$ cat config.mk
export PLATFORM = sky130hd
export DESIGN_NAME = art_timer
export DESIGN_NICKNAME = d
export VERILOG_FILES = /design/src/hw/art_pkg.sv /design/src/hw/art_timer.sv
export SDC_FILE = /design/constraint.sdc
export NUM_CORES = 1
export LEC_CHECK = 0
export ABC_AREA = 0
export BUFFER_PORTS_ARGS = -buffer_cell sky130_fd_sc_hd__buf_2
export CAP_MARGIN = 25
export CORE_MARGIN = 4
export CORE_UTILIZATION = 25
export CTS_CLUSTER_DIAMETER = 200
export DETAILED_ROUTE_END_ITERATION = 12
export SYNTH_ARGS = -nofsm -noshare
export SYNTH_HDL_FRONTEND = slang
export SYNTH_SLANG_ARGS = --single-unit
$ cat constraint.sdc
create_clock -name aclk -period 7.85 [get_ports aclk]
set_input_delay 0 -clock aclk [delete_from_list [all_inputs] [get_ports aclk]]
set_output_delay 0 -clock aclk [all_outputs]
set_load 0.01 [all_outputs]
$ cat src/hw/art_pkg.sv
// Purpose: constants for the auto-reload pwm/capture timer
// Assumes: axi4-lite byte addresses, one 32-bit word per register
// Notes: register bit layouts kept here so bench and design agree
package art_pkg;
  // register byte offsets
  localparam logic [7:0] ADDR_MODE_CTRL = 8'h00;
  localparam logic [7:0] ADDR_FLAG_STATUS = 8'h04;
  localparam logic [7:0] ADDR_CLK_EDGE_CTRL = 8'h08;
  localparam logic [7:0] ADDR_RELOAD_CAPTURE = 8'h0C;
  localparam logic [7:0] ADDR_COMPARE_VALUE = 8'h10;
  localparam logic [7:0] ADDR_ON_THE_FLY_LOAD = 8'h14;
  localparam logic [7:0] ADDR_WAKE_STATUS = 8'h18;
  // mode_control_reg fields
  localparam int MC_LOAD_TRIGGER = 7;
  localparam int MC_COUNT_ENABLE = 6;
  localparam int MC_WAVE_OE = 5;
  localparam int MC_EDGE_IE = 4;
  localparam int MC_CMP_IE = 3;
  localparam int MC_OVF_IE = 2;
  localparam int MC_MODE_HI = 1;
  localparam int MC_MODE_LO = 0;
  // flag_status_reg fields
  localparam int FS_EDGE = 2;
  localparam int FS_CMP = 1;
  localparam int FS_OVF = 0;
  // clock_edge_control_reg fields
  localparam int CE_PS_HI = 7;
  localparam int CE_PS_LO = 5;
  localparam int CE_EDGE_POL = 3;
  localparam int CE_EDGE_EN = 2;
  localparam int CE_CS_HI = 1;
  localparam int CE_CS_LO = 0;
  // reset values
  localparam logic [7:0] RST_MODE_CTRL = 8'h00;
  localparam logic [7:0] RST_CLK_EDGE_CTRL = 8'h00;
  localparam logic [7:0] RST_BYTE = 8'h00;
  localparam logic [6:0] RST_PRESCALE = 7'h00;
  localparam logic [1:0] RST_DIV3 = 2'h0;
  localparam logic [1:0] DIV3_LAST = 2'h2;
  // axi responses
  localparam logic [1:0] RESP_OKAY = 2'h0;
  localparam logic [1:0] RESP_SLVERR = 2'h2;
  // operating modes
  typedef enum logic [1:0] {
    ART_MODE_RELOAD = 2'b00,
    ART_MODE_CAPTURE = 2'b01,
    ART_MODE_CAPRST = 2'b10,
    ART_MODE_EXTLOAD = 2'b11
  } art_mode_t;
  // clock sources
  typedef enum logic [1:0] {
    ART_CLK_INT = 2'b00,
    ART_CLK_DIV3 = 2'b01,
    ART_CLK_PIN = 2'b10,
    ART_CLK_RSVD = 2'b11
  } art_clk_t;
endpackage : art_pkg

$ cat src/hw/art_timer.sv
// Purpose: 8-bit auto-reload timer with pwm, capture and external load
// Assumes: aclk is the internal clock; pin inputs are asynchronous
// Notes: all slower rates are one-cycle enables, no derived clocks
`timescale 1ns/10ps
module art_timer (
  // clock and reset
  input wire logic aclk,
  input wire logic aresetn,
  // axi4-lite write address
  input wire logic [7:0] s_axi_awaddr,
  input wire logic s_axi_awvalid,
  output logic s_axi_awready,
  // axi4-lite write data
  input wire logic [31:0] s_axi_wdata,
  input wire logic [3:0] s_axi_wstrb,
  input wire logic s_axi_wvalid,
  output logic s_axi_wready,
  // axi4-lite write response
  output logic [1:0] s_axi_bresp,
  output logic s_axi_bvalid,
  input wire logic s_axi_bready,
  // axi4-lite read address
  input wire logic [7:0] s_axi_araddr,
  input wire logic s_axi_arvalid,
  output logic s_axi_arready,
  // axi4-lite read data
  output logic [31:0] s_axi_rdata,
  output logic [1:0] s_axi_rresp,
  output logic s_axi_rvalid,
  input wire logic s_axi_rready,
  // pins
  input wire logic timer_input_pin,
  output logic pwm_output_pin,
  output logic pwm_output_enable,
  // system
  output logic timer_irq,
  output logic stop_wake_ok
);
  // registers
  logic [7:0] mode_q;
  logic [7:0] cectl_q;
  logic [7:0] reload_q;
  logic [7:0] compare_q;
  logic [7:0] up_counter_q;
  logic [6:0] prescale_q;
  logic [1:0] div3_q;
  logic [2:0] flags_q;
  logic pwm_q;
  logic irq_q;
  logic wake_q;
  logic pin_s1_q;
  logic pin_s2_q;
  logic pin_s3_q;
  // axi state
  logic aw_hold_q;
  logic w_hold_q;
  logic [7:0] aw_addr_q;
  logic [31:0] w_data_q;
  logic [3:0] w_strb_q;
  logic bvalid_q;
  logic [1:0] bresp_q;
  logic rvalid_q;
  logic [31:0] rdata_q;
  logic [1:0] rresp_q;

  // field decode
  wire art_pkg::art_mode_t mode =
    art_pkg::art_mode_t'(mode_q[art_pkg::MC_MODE_HI:art_pkg::MC_MODE_LO]);
  wire art_pkg::art_clk_t clk_sel =
    art_pkg::art_clk_t'(cectl_q[art_pkg::CE_CS_HI:art_pkg::CE_CS_LO]);
  wire [2:0] tap_sel = cectl_q[art_pkg::CE_PS_HI:art_pkg::CE_PS_LO];
  wire count_en = mode_q[art_pkg::MC_COUNT_ENABLE];
  wire edge_en = cectl_q[art_pkg::CE_EDGE_EN];
  wire edge_fall = cectl_q[art_pkg::CE_EDGE_POL];

  // axi write: address and data taken in either order, then one response
  wire aw_fire = s_axi_awvalid && s_axi_awready;
  wire w_fire = s_axi_wvalid && s_axi_wready;
  wire have_aw = aw_hold_q || aw_fire;
  wire have_w = w_hold_q || w_fire;
  wire wr_go = have_aw && have_w && !bvalid_q;
  wire [7:0] wr_addr = aw_hold_q ? aw_addr_q : s_axi_awaddr;
  wire [31:0] wr_data = w_hold_q ? w_data_q : s_axi_wdata;
  wire [3:0] wr_strb = w_hold_q ? w_strb_q : s_axi_wstrb;
  wire wr_lane0 = wr_go && wr_strb[0];
  wire [7:0] wb = wr_data[7:0];
  wire wr_mode = wr_lane0 && (wr_addr == art_pkg::ADDR_MODE_CTRL);
  wire wr_flags = wr_lane0 && (wr_addr == art_pkg::ADDR_FLAG_STATUS);
  wire wr_cectl = wr_lane0 && (wr_addr == art_pkg::ADDR_CLK_EDGE_CTRL);
  wire wr_reload = wr_lane0 && (wr_addr == art_pkg::ADDR_RELOAD_CAPTURE);
  wire wr_compare = wr_lane0 && (wr_addr == art_pkg::ADDR_COMPARE_VALUE);
  wire wr_load = wr_lane0 && (wr_addr == art_pkg::ADDR_ON_THE_FLY_LOAD);
  wire wr_known = (wr_addr == art_pkg::ADDR_MODE_CTRL) ||
                  (wr_addr == art_pkg::ADDR_FLAG_STATUS) ||
                  (wr_addr == art_pkg::ADDR_CLK_EDGE_CTRL) ||
                  (wr_addr == art_pkg::ADDR_RELOAD_CAPTURE) ||
                  (wr_addr == art_pkg::ADDR_COMPARE_VALUE) ||
                  (wr_addr == art_pkg::ADDR_ON_THE_FLY_LOAD) ||
                  (wr_addr == art_pkg::ADDR_WAKE_STATUS);
  wire load_trigger = wr_mode && wb[art_pkg::MC_LOAD_TRIGGER];

  // clock source selection; pin clock edges come from the synchroniser
  wire pin_rise = pin_s2_q && !pin_s3_q;
  wire pin_fall = !pin_s2_q && pin_s3_q;
  wire src_tick = (clk_sel == art_pkg::ART_CLK_INT) ? 1'b1 :
                  (clk_sel == art_pkg::ART_CLK_DIV3) ? (div3_q == art_pkg::DIV3_LAST) :
                  (clk_sel == art_pkg::ART_CLK_PIN) ? pin_rise : 1'b0;

  // prescaler tap: tick when the low n bits roll over to zero
  function automatic logic tap_done(input logic [6:0] cnt, input logic [2:0] n);
    logic [7:0] mask;
    mask = (8'h01 << n) - 8'h01;
    tap_done = ((cnt & mask[6:0]) == mask[6:0]);
  endfunction : tap_done

  wire run_tick = count_en && src_tick;
  wire pre_out = run_tick && tap_done(prescale_q, tap_sel);
  wire overflow = pre_out && (up_counter_q == 8'hFF);
  wire edge_seen = edge_en && (edge_fall ? pin_fall : pin_rise);
  wire capture = edge_seen && ((mode == art_pkg::ART_MODE_CAPTURE) ||
                               (mode == art_pkg::ART_MODE_CAPRST));
  wire ext_load = edge_seen && (mode == art_pkg::ART_MODE_EXTLOAD);
  wire cap_reset = capture && (mode == art_pkg::ART_MODE_CAPRST);
  wire auto_reload = overflow && (mode == art_pkg::ART_MODE_RELOAD);

  // counter next value; software load wins over every hardware source
  wire any_load = wr_load || load_trigger || ext_load || cap_reset || auto_reload;
  wire [7:0] next_count = wr_load ? wb :
                          (load_trigger || ext_load || auto_reload) ? reload_q :
                          cap_reset ? art_pkg::RST_BYTE :
                          (up_counter_q + 8'h01);
  // match on the tick that lands on the compare value, so a compare of FF still has a low phase
  wire match = (next_count == compare_q);
  wire match_rise = match && pre_out;

  // flag clear mask: zero written clears, set beats clear
  wire [2:0] clr_mask = wr_flags ? ~wb[2:0] : 3'b000;
  wire [2:0] set_mask = {edge_seen, match_rise, overflow};
  wire [2:0] flags_d = (flags_q & ~clr_mask) | set_mask;
  wire [2:0] irq_en = {mode_q[art_pkg::MC_EDGE_IE], mode_q[art_pkg::MC_CMP_IE],
                       mode_q[art_pkg::MC_OVF_IE]};

  // pin synchroniser; first stage feeds only the second
  always_ff @(posedge aclk) begin
    if (!aresetn) begin
      pin_s1_q <= 1'b0;
      pin_s2_q <= 1'b0;
      pin_s3_q <= 1'b0;
    end else begin
      pin_s1_q <= timer_input_pin;
      pin_s2_q <= pin_s1_q;
      pin_s3_q <= pin_s2_q;
    end
  end

  // divide-by-3 enable, always running so the rate is steady
  always_ff @(posedge aclk) begin
    if (!aresetn) begin
      div3_q <= art_pkg::RST_DIV3;
    end else if (div3_q == art_pkg::DIV3_LAST) begin
      div3_q <= art_pkg::RST_DIV3;
    end else begin
      div3_q <= div3_q + 2'h1;
    end
  end

  // prescaler: cleared on any counter load, frozen when disabled
  always_ff @(posedge aclk) begin
    if (!aresetn) begin
      prescale_q <= art_pkg::RST_PRESCALE;
    end else if (any_load) begin
      prescale_q <= art_pkg::RST_PRESCALE;
    end else if (run_tick) begin
      prescale_q <= prescale_q + 7'h01;
    end
  end

  // up counter
  always_ff @(posedge aclk) begin
    if (!aresetn) begin
      up_counter_q <= art_pkg::RST_BYTE;
    end else if (any_load) begin
      up_counter_q <= next_count;
    end else if (pre_out) begin
      up_counter_q <= next_count;
    end
  end

  // control registers; load trigger bit is write-only and never stored
  always_ff @(posedge aclk) begin
    if (!aresetn) begin
      mode_q <= art_pkg::RST_MODE_CTRL;
      cectl_q <= art_pkg::RST_CLK_EDGE_CTRL;
      compare_q <= art_pkg::RST_BYTE;
    end else begin
      if (wr_mode) begin
        mode_q <= {1'b0, wb[6:0]};
      end
      if (wr_cectl) begin
        cectl_q <= {wb[7:5], 1'b0, wb[3:0]};
      end
      if (wr_compare) begin
        compare_q <= wb;
      end
    end
  end

  // reload/capture register: capture beats a software write in the same cycle
  always_ff @(posedge aclk) begin
    if (!aresetn) begin
      reload_q <= art_pkg::RST_BYTE;
    end else if (capture) begin
      reload_q <= up_counter_q;
    end else if (wr_reload) begin
      reload_q <= wb;
    end
  end

  // flags, pwm, irq and wake qualifier
  always_ff @(posedge aclk) begin
    if (!aresetn) begin
      flags_q <= 3'b000;
      pwm_q <= 1'b0;
      irq_q <= 1'b0;
      wake_q <= 1'b0;
    end else begin
      flags_q <= flags_d;
      if (overflow) begin
        pwm_q <= 1'b1;
      end else if (match_rise) begin
        pwm_q <= 1'b0;
      end
      irq_q <= |(flags_d & irq_en);
      wake_q <= (clk_sel == art_pkg::ART_CLK_PIN);
    end
  end

  // output pin follows pwm whether or not the waveform output is enabled
  always_ff @(posedge aclk) begin
    if (!aresetn) begin
      pwm_output_pin <= 1'b0;
      pwm_output_enable <= 1'b0;
    end else begin
      pwm_output_pin <= pwm_q;
      pwm_output_enable <= mode_q[art_pkg::MC_WAVE_OE];
    end
  end

  // axi write channel holding and response
  always_ff @(posedge aclk) begin
    if (!aresetn) begin
      aw_hold_q <= 1'b0;
      w_hold_q <= 1'b0;
      aw_addr_q <= 8'h00;
      w_data_q <= 32'h0000_0000;
      w_strb_q <= 4'h0;
      bvalid_q <= 1'b0;
      bresp_q <= art_pkg::RESP_OKAY;
    end else begin
      if (aw_fire) begin
        aw_addr_q <= s_axi_awaddr;
      end
      if (w_fire) begin
        w_data_q <= s_axi_wdata;
        w_strb_q <= s_axi_wstrb;
      end
      aw_hold_q <= have_aw && !wr_go;
      w_hold_q <= have_w && !wr_go;
      if (wr_go) begin
        bvalid_q <= 1'b1;
        bresp_q <= wr_known ? art_pkg::RESP_OKAY : art_pkg::RESP_SLVERR;
      end else if (s_axi_bready) begin
        bvalid_q <= 1'b0;
      end
    end
  end

  // read mux; the load register reads the live counter
  wire [7:0] ar = s_axi_araddr;
  wire rd_known = (ar == art_pkg::ADDR_MODE_CTRL) || (ar == art_pkg::ADDR_FLAG_STATUS) ||
                  (ar == art_pkg::ADDR_CLK_EDGE_CTRL) || (ar == art_pkg::ADDR_RELOAD_CAPTURE) ||
                  (ar == art_pkg::ADDR_COMPARE_VALUE) || (ar == art_pkg::ADDR_ON_THE_FLY_LOAD) ||
                  (ar == art_pkg::ADDR_WAKE_STATUS);
  wire [7:0] rd_byte = (ar == art_pkg::ADDR_MODE_CTRL) ? mode_q :
                       (ar == art_pkg::ADDR_FLAG_STATUS) ? {5'b00000, flags_q} :
                       (ar == art_pkg::ADDR_CLK_EDGE_CTRL) ? cectl_q :
                       (ar == art_pkg::ADDR_RELOAD_CAPTURE) ? reload_q :
                       (ar == art_pkg::ADDR_COMPARE_VALUE) ? compare_q :
                       (ar == art_pkg::ADDR_ON_THE_FLY_LOAD) ? up_counter_q :
                       (ar == art_pkg::ADDR_WAKE_STATUS) ? {7'h00, wake_q} : 8'h00;
  wire ar_fire = s_axi_arvalid && s_axi_arready;

  // axi read channel
  always_ff @(posedge aclk) begin
    if (!aresetn) begin
      rvalid_q <= 1'b0;
      rdata_q <= 32'h0000_0000;
      rresp_q <= art_pkg::RESP_OKAY;
    end else if (ar_fire) begin
      rvalid_q <= 1'b1;
      rdata_q <= {24'h000000, rd_byte};
      rresp_q <= rd_known ? art_pkg::RESP_OKAY : art_pkg::RESP_SLVERR;
    end else if (s_axi_rready) begin
      rvalid_q <= 1'b0;
    end
  end

  // ready strobes are registered so every output comes from a flop
  logic awready_q;
  logic wready_q;
  logic arready_q;
  always_ff @(posedge aclk) begin
    if (!aresetn) begin
      awready_q <= 1'b0;
      wready_q <= 1'b0;
      arready_q <= 1'b0;
    end else begin
      awready_q <= !have_aw && !bvalid_q && !wr_go && !(awready_q && s_axi_awvalid);
      wready_q <= !have_w && !bvalid_q && !wr_go && !(wready_q && s_axi_wvalid);
      arready_q <= !rvalid_q && !ar_fire && !(arready_q && s_axi_arvalid);
    end
  end

  assign s_axi_awready = awready_q;
  assign s_axi_wready = wready_q;
  assign s_axi_arready = arready_q;
  assign s_axi_bvalid = bvalid_q;
  assign s_axi_bresp = bresp_q;
  assign s_axi_rvalid = rvalid_q;
  assign s_axi_rdata = rdata_q;
  assign s_axi_rresp = rresp_q;
  assign timer_irq = irq_q;
  assign stop_wake_ok = wake_q;
endmodule : art_timer
* Word-level counts from Yosys, hierarchy flattened
Index checks and enable logic that the tools add are counted.
Word-level totals: word-level logic and storage cells 169, output and inout bits 45, bits in registers 94, bits in latches 0, bits in read-only memories 0, memories 0, memory bits (writable) 0
Cells by class: $mul 0, equality and inequality tests 21, mux-type cells 30, divide/modulo/power cells 0, shift operators 1, bitwise operators 7, add/subtract/negate cells 4, order comparisons 0, reduce and logical (&&, ||, !) cells 77
Operator list (number):
- $mux W8 | 15
- $eq A8 B5 Y1 const B | 6
- $logic_and A1 B1 Y1 | 34
- $eq A8 B4 Y1 const B | 4
- $logic_or A1 B1 Y1 | 21
- $eq A8 B3 Y1 const B | 2
- $logic_not A8 Y1 | 2
- $mux W1 | 12
- $logic_not A1 Y1 | 10
- $reduce_bool A2 Y1 | 5
- $add A8 B1 Y8 const B | 1
- $eq A2 B2 Y1 const B | 4
- $eq A8 B8 Y1 | 1
- $eq A8 B8 Y1 const B | 1
- $add A7 B1 Y7 const B | 1
- $and A7 B7 Y7 | 1
- $eq A7 B7 Y1 | 1
- $shl A1 B3 Y7 const A | 1
- $sub A7 B1 Y7 const B | 1
- $and A3 B3 Y3 | 2
- $not A3 Y3 | 2
- $eq A2 B1 Y1 const B | 2
- $logic_not A2 Y1 | 2
- $mux W2 | 2
- 6 further kinds | 7

* Depth between registers and ports, before layout
depth in word-level cells 17, gate-level depth with buffers 15, gate-level depth less buffers 12

* Worst setup path before layout
No wires, ideal clock.
kind reg-to-reg, from register cectl_q[5], to register irq_q (netlist: timer_irq), setup slack 4.618 ns, required time 7.791 ns, buffers on the path 2, clock period less this slack 3.232 ns, cell stages (with the launch flop) 14, arrival time 3.173 ns, cell sequence dfxtp_1 buf_2 or3_1 ha_1 nor2_1 a31o_1 a311o_1 nor4_2 or2_1 buf_6 mux2i_1 a41oi_2 a2111oi_4 a31o_1
Between the ends: cells in the longest elaborated chain, start to end 15
Ends and longest elaborated chain:
- start, declared | line art_timer.sv:41 | logic [7:0] cectl_q;
- start signal, assigned | line art_timer.sv:193 | cectl_q <= art_pkg::RST_CLK_EDGE_CTRL;
- start signal, assigned | line art_timer.sv:200 | cectl_q <= {wb[7:5], 1'b0, wb[3:0]};
- $shl A1 B3 Y7 (*) | line art_timer.sv:112 | mask = (8'h01 << n) - 8'h01;
- $sub A7 B1 Y7 (*) | line art_timer.sv:112
- $and A7 B7 Y7 | line art_timer.sv:113 | tap_done = ((cnt & mask[6:0]) == mask[6:0]);
- $eq A7 B7 Y1 (*) | line art_timer.sv:113
- $logic_and A1 B1 Y1 (*) | line art_timer.sv:117 | wire pre_out = run_tick && tap_done(prescale_q, tap_sel);
- $logic_and A1 B1 Y1 | line art_timer.sv:118 | wire overflow = pre_out && (up_counter_q == 8'hFF);
- $logic_and A1 B1 Y1 | line art_timer.sv:124 | wire auto_reload = overflow && (mode == art_pkg::ART_MODE_RELOAD);
- $logic_or A1 B1 Y1 | line art_timer.sv:129 | (load_trigger || ext_load || auto_reload) ? reload_q :
- $mux W8 | line art_timer.sv:129
- $mux W8 | line art_timer.sv:128 | wire [7:0] next_count = wr_load ? wb :
- $eq A8 B8 Y1 | line art_timer.sv:133 | wire match = (next_count == compare_q);
- $logic_and A1 B1 Y1 | line art_timer.sv:134 | wire match_rise = match && pre_out;
- $or A3 B3 Y3 (*) | line art_timer.sv:139 | wire [2:0] flags_d = (flags_q & ~clr_mask) | set_mask;
- $and A3 B3 Y3 (*) | line art_timer.sv:233 | irq_q <= |(flags_d & irq_en);
- $reduce_or A3 Y1 (*) | line art_timer.sv:233
- end signal, assigned | line art_timer.sv:233
- end, declared | line art_timer.sv:49 | logic irq_q;
Every way passes the cells marked *; elsewhere a longest branch is shown, timed or not. A chain may end at the register's enable or synchronous reset.

* Final worst setup path
from register cectl_q[7], to register irq_q (netlist: timer_irq)
Same word-level chain as after synthesis.

==> flow_summary.json <==
{
  "status": "completed",
  "place.gp.congestion": 0.909,
  "clkTransAtPathRegs_ns": 0.06,
  "die_h_um": 151,
  "area_growth_pct": 17.0,
  "synth_edf_count": 0,
  "die_w_um": 151,
  "num_rows": 51,
  "nNetsFinal": 751,
  "netlist_top_cells_count": "92 x dfxtp_1, 78 x nor2_1, 73 x nand2_1, 62 x a21oi_1, 29 x buf_4",
  "path_max_fanout": 20,
  "initial_core_util": 0.258,
  "drt-total-wl_mm": 14.4,
  "critPathSlowestCell": "or2_1",
  "grt_pass1_vias": 4476,
  "drive_gt1_frac": 0.136,
  "pin_count": 105,
  "yosys.area.top_type": "dfxtp_1",
  "cp-start-kind": "flip-flop",
  "synth_compound_area_frac": 0.214,
  "yosys_register_bits": 92,
  "setup_viol": 0,
  "synth_fa_ha_area_frac": 0.0172,
  "crit_arrival_ns": 4.27,
  "whs_ns": 0.00572,
  "synthCells": 631,
  "routedWlPerCell_um": 15.1,
  "fmax_mhz": 251,
  "drtPass1Iterations": 7,
  "clk_latency_ns": 0.35,
  "drc_errors": 0,
  "clock_path_buffers": 2,
  "end_kind": "flip-flop",
  "path_cells": "or3_1, ha_1, nor2_1, a31o_1, a311o_1, nor4_2, or2_1, mux2i_1, a41oi_2, a2111oi_4, a31o_1",
  "synth-xor-area-share": 0.0378,
  "syn_area_per_cell_um2": 8.08,
  "required_ns": 8.14,
  "grt_pass1_wl_mm": 23.5,
  "synth_top_family_by_area": "compound AO/OA/AOI/OAI gates",
  "p_total_w": 0.00103,
  "min_path_type": "in2reg",
  "core-area_um2": 19800,
  "hpwlAfterDp_mm": 10.5,
  "slew_violations": 0,
  "vias": 4645,
  "viasPerCell": 4.87,
  "numCtsBuffers": 9,
  "root_buffer": "clkbuf_16",
  "first_iter_violations": 270,
  "antenna_found_initial": 0,
  "dieArea_um2": 22800,
  "max_slew.worst_pin.slew_ns": 1.08,
  "ys_seq_area_frac": 0.361,
  "hold_viol": 0,
  "grt_max_degree": 43,
  "power_density_nw_per_um2": 173,
  "netlist.area_leader.share": 0.361,
  "cap_viol_max_count": 0,
  "fin_crit_sh": 0.507,
  "grt_overflow": 0,
  "yosysWarnings": 0,
  "rsz0062_at_grt": "false",
  "synth_most_common_cell": "dfxtp_1",
  "cts_sinks": 92,
  "htree_num_levels": 3,
  "yosysUniqueCellTypes": 69,
  "cts_tree": "built",
  "leakage_nw": 2.26,
  "synthFlopType": "dfxtp_1",
  "finalSetupTns_ns": 0,
  "skew_ns": 0.00979,
  "slowest_delay_ns": 0.66,
  "crit_top_cell": "a31o_1",
  "async_flop_share": 0,
  "synth_area_um2": 5100,
  "num_antenna_cells": 0,
  "synth-simple-area-share": 0.213,
  "min_period_ns": 3.98,
  "synth_area_leaders": "dfxtp_1 36%, a21oi_1 6.1%, nor2_1 5.7%",
  "postRouteAntennaNets": 0,
  "muxShareOfSynthArea": 0.0753,
  "max-vdd-ir-drop_uv": 158,
  "track_usage": 0.130,
  "worst-setup-path-type": "reg2reg",
  "relSlewSlack": 0.271,
  "port_buffers": 51
}
==> cell type report <==
cell class	count	area, um^2
clock buffers	12	236
clock inverters	4	50.0
fillers	2146	13800
inverters	18	67.6
multi-input cells	486	2940
flip-flops and latches	92	1840
well taps	265	332
repair buffers	77	503
==> through the flow <==
stage                util  instance area [um^2]  cells  setup slack (ns)
floorplan               -                  5190    656              4.62
global placement    0.277                  5470    917              3.93
detailed placement  0.277                  5470    917              3.86
CTS                 0.302                  5970    954              3.85
global route        0.302                  5970    954              3.60
finish              0.302                  5970    954              3.87
==> report_power, final <==
| group | total [W] | internal [W] | switching (W) |
|---|---|---|---|
| Sequential | 0.000493 | 0.000480 | 0.0000128 |
| Clock | 0.000433 | 0.000247 | 0.000186 |
| Combinational | 0.000105 | 0.0000417 | 0.0000630 |
==> worst max-delay path: cells and delay by family (launching register included) <==
kind / cells / cell delay [ns]
compound gates: 5 / 1.40
mux: 1 / 0.32
flops: 1 / 0.38
fa+ha+maj: 1 / 0.29
simple gates: 4 / 1.52
==> per-layer routing <==
metal  vias to the layer above  global-route usage  part of all wire
met4                         0              0.0490             0.024
li1                       2306                   -                 -
met1                      2188               0.167              0.45
met3                        24              0.0278             0.051
met2                       127               0.214              0.47
met5                         -                   0                 0
==> cell families after synthesis <==
group,Yosys count
and+or+nand+nor,232
AOI/OAI and AO/OA,162
DFF,92
buffers and inverters,78
muxes,37
xor gates and xnor gates,22
adders and majority gates,7
other,1
==> placed cells by master, fill, tap and decap left out, types with 6 or more instances in the layout <==
| cell type | n |
|---|---|
| o211ai_1 | 7 |
| ha_1 | 7 |
| o21ai_0 | 24 |
| buf_2 | 51 |
| conb_1 | 26 |
| nand3_1 | 21 |
| and2_1 | 8 |
| nand2_1 | 73 |
| mux2i_1 | 26 |
| nor2_1 | 78 |
| clkbuf_16 | 9 |
| a21oi_1 | 62 |
| a211oi_1 | 13 |
| a22oi_1 | 7 |
| nor3_1 | 14 |
| xnor2_1 | 15 |
| dlygate4sd3_1 | 21 |
| nand4_1 | 7 |
| mux2_2 | 10 |
| a221oi_1 | 6 |
| inv_1 | 17 |
| dfxtp_1 | 92 |
| xor2_1 | 7 |
==> path summary, 6_finish.rpt <==
check / slack (ns) / endpoint / start / cells past startpoint
max: 3.87 / timer_irq / cectl_q[7] / 11
min: 0.006 / aw_addr_q[0] / s_axi_awvalid / 3
max reg2reg: 3.87 / timer_irq / cectl_q[7] / 11
min reg2reg: 0.41 / div3_q[0] / div3_q[0] / 1
==> state kept, by name (all words and copies together), names as in the netlist, 7 cells and up <==
signal / cells
aw_addr_q: 8
s_axi_rdata: 8
up_counter_q: 8
mode_q: 7
reload_q: 8
prescale_q: 7
w_data_q: 8
cectl_q: 7
compare_q: 8
==> timing repair <==
| item | 4_1_cts | 5_1_grt |
|---|---|---|
| hold buffers | 21 | 0 |
| gates resized for setup | 0 | 0 |
| hold endpoints to repair | 20 | 0 |
| buffers inserted | 0 | 0 |
Note: power is estimated with default switching activity, not from simulation.
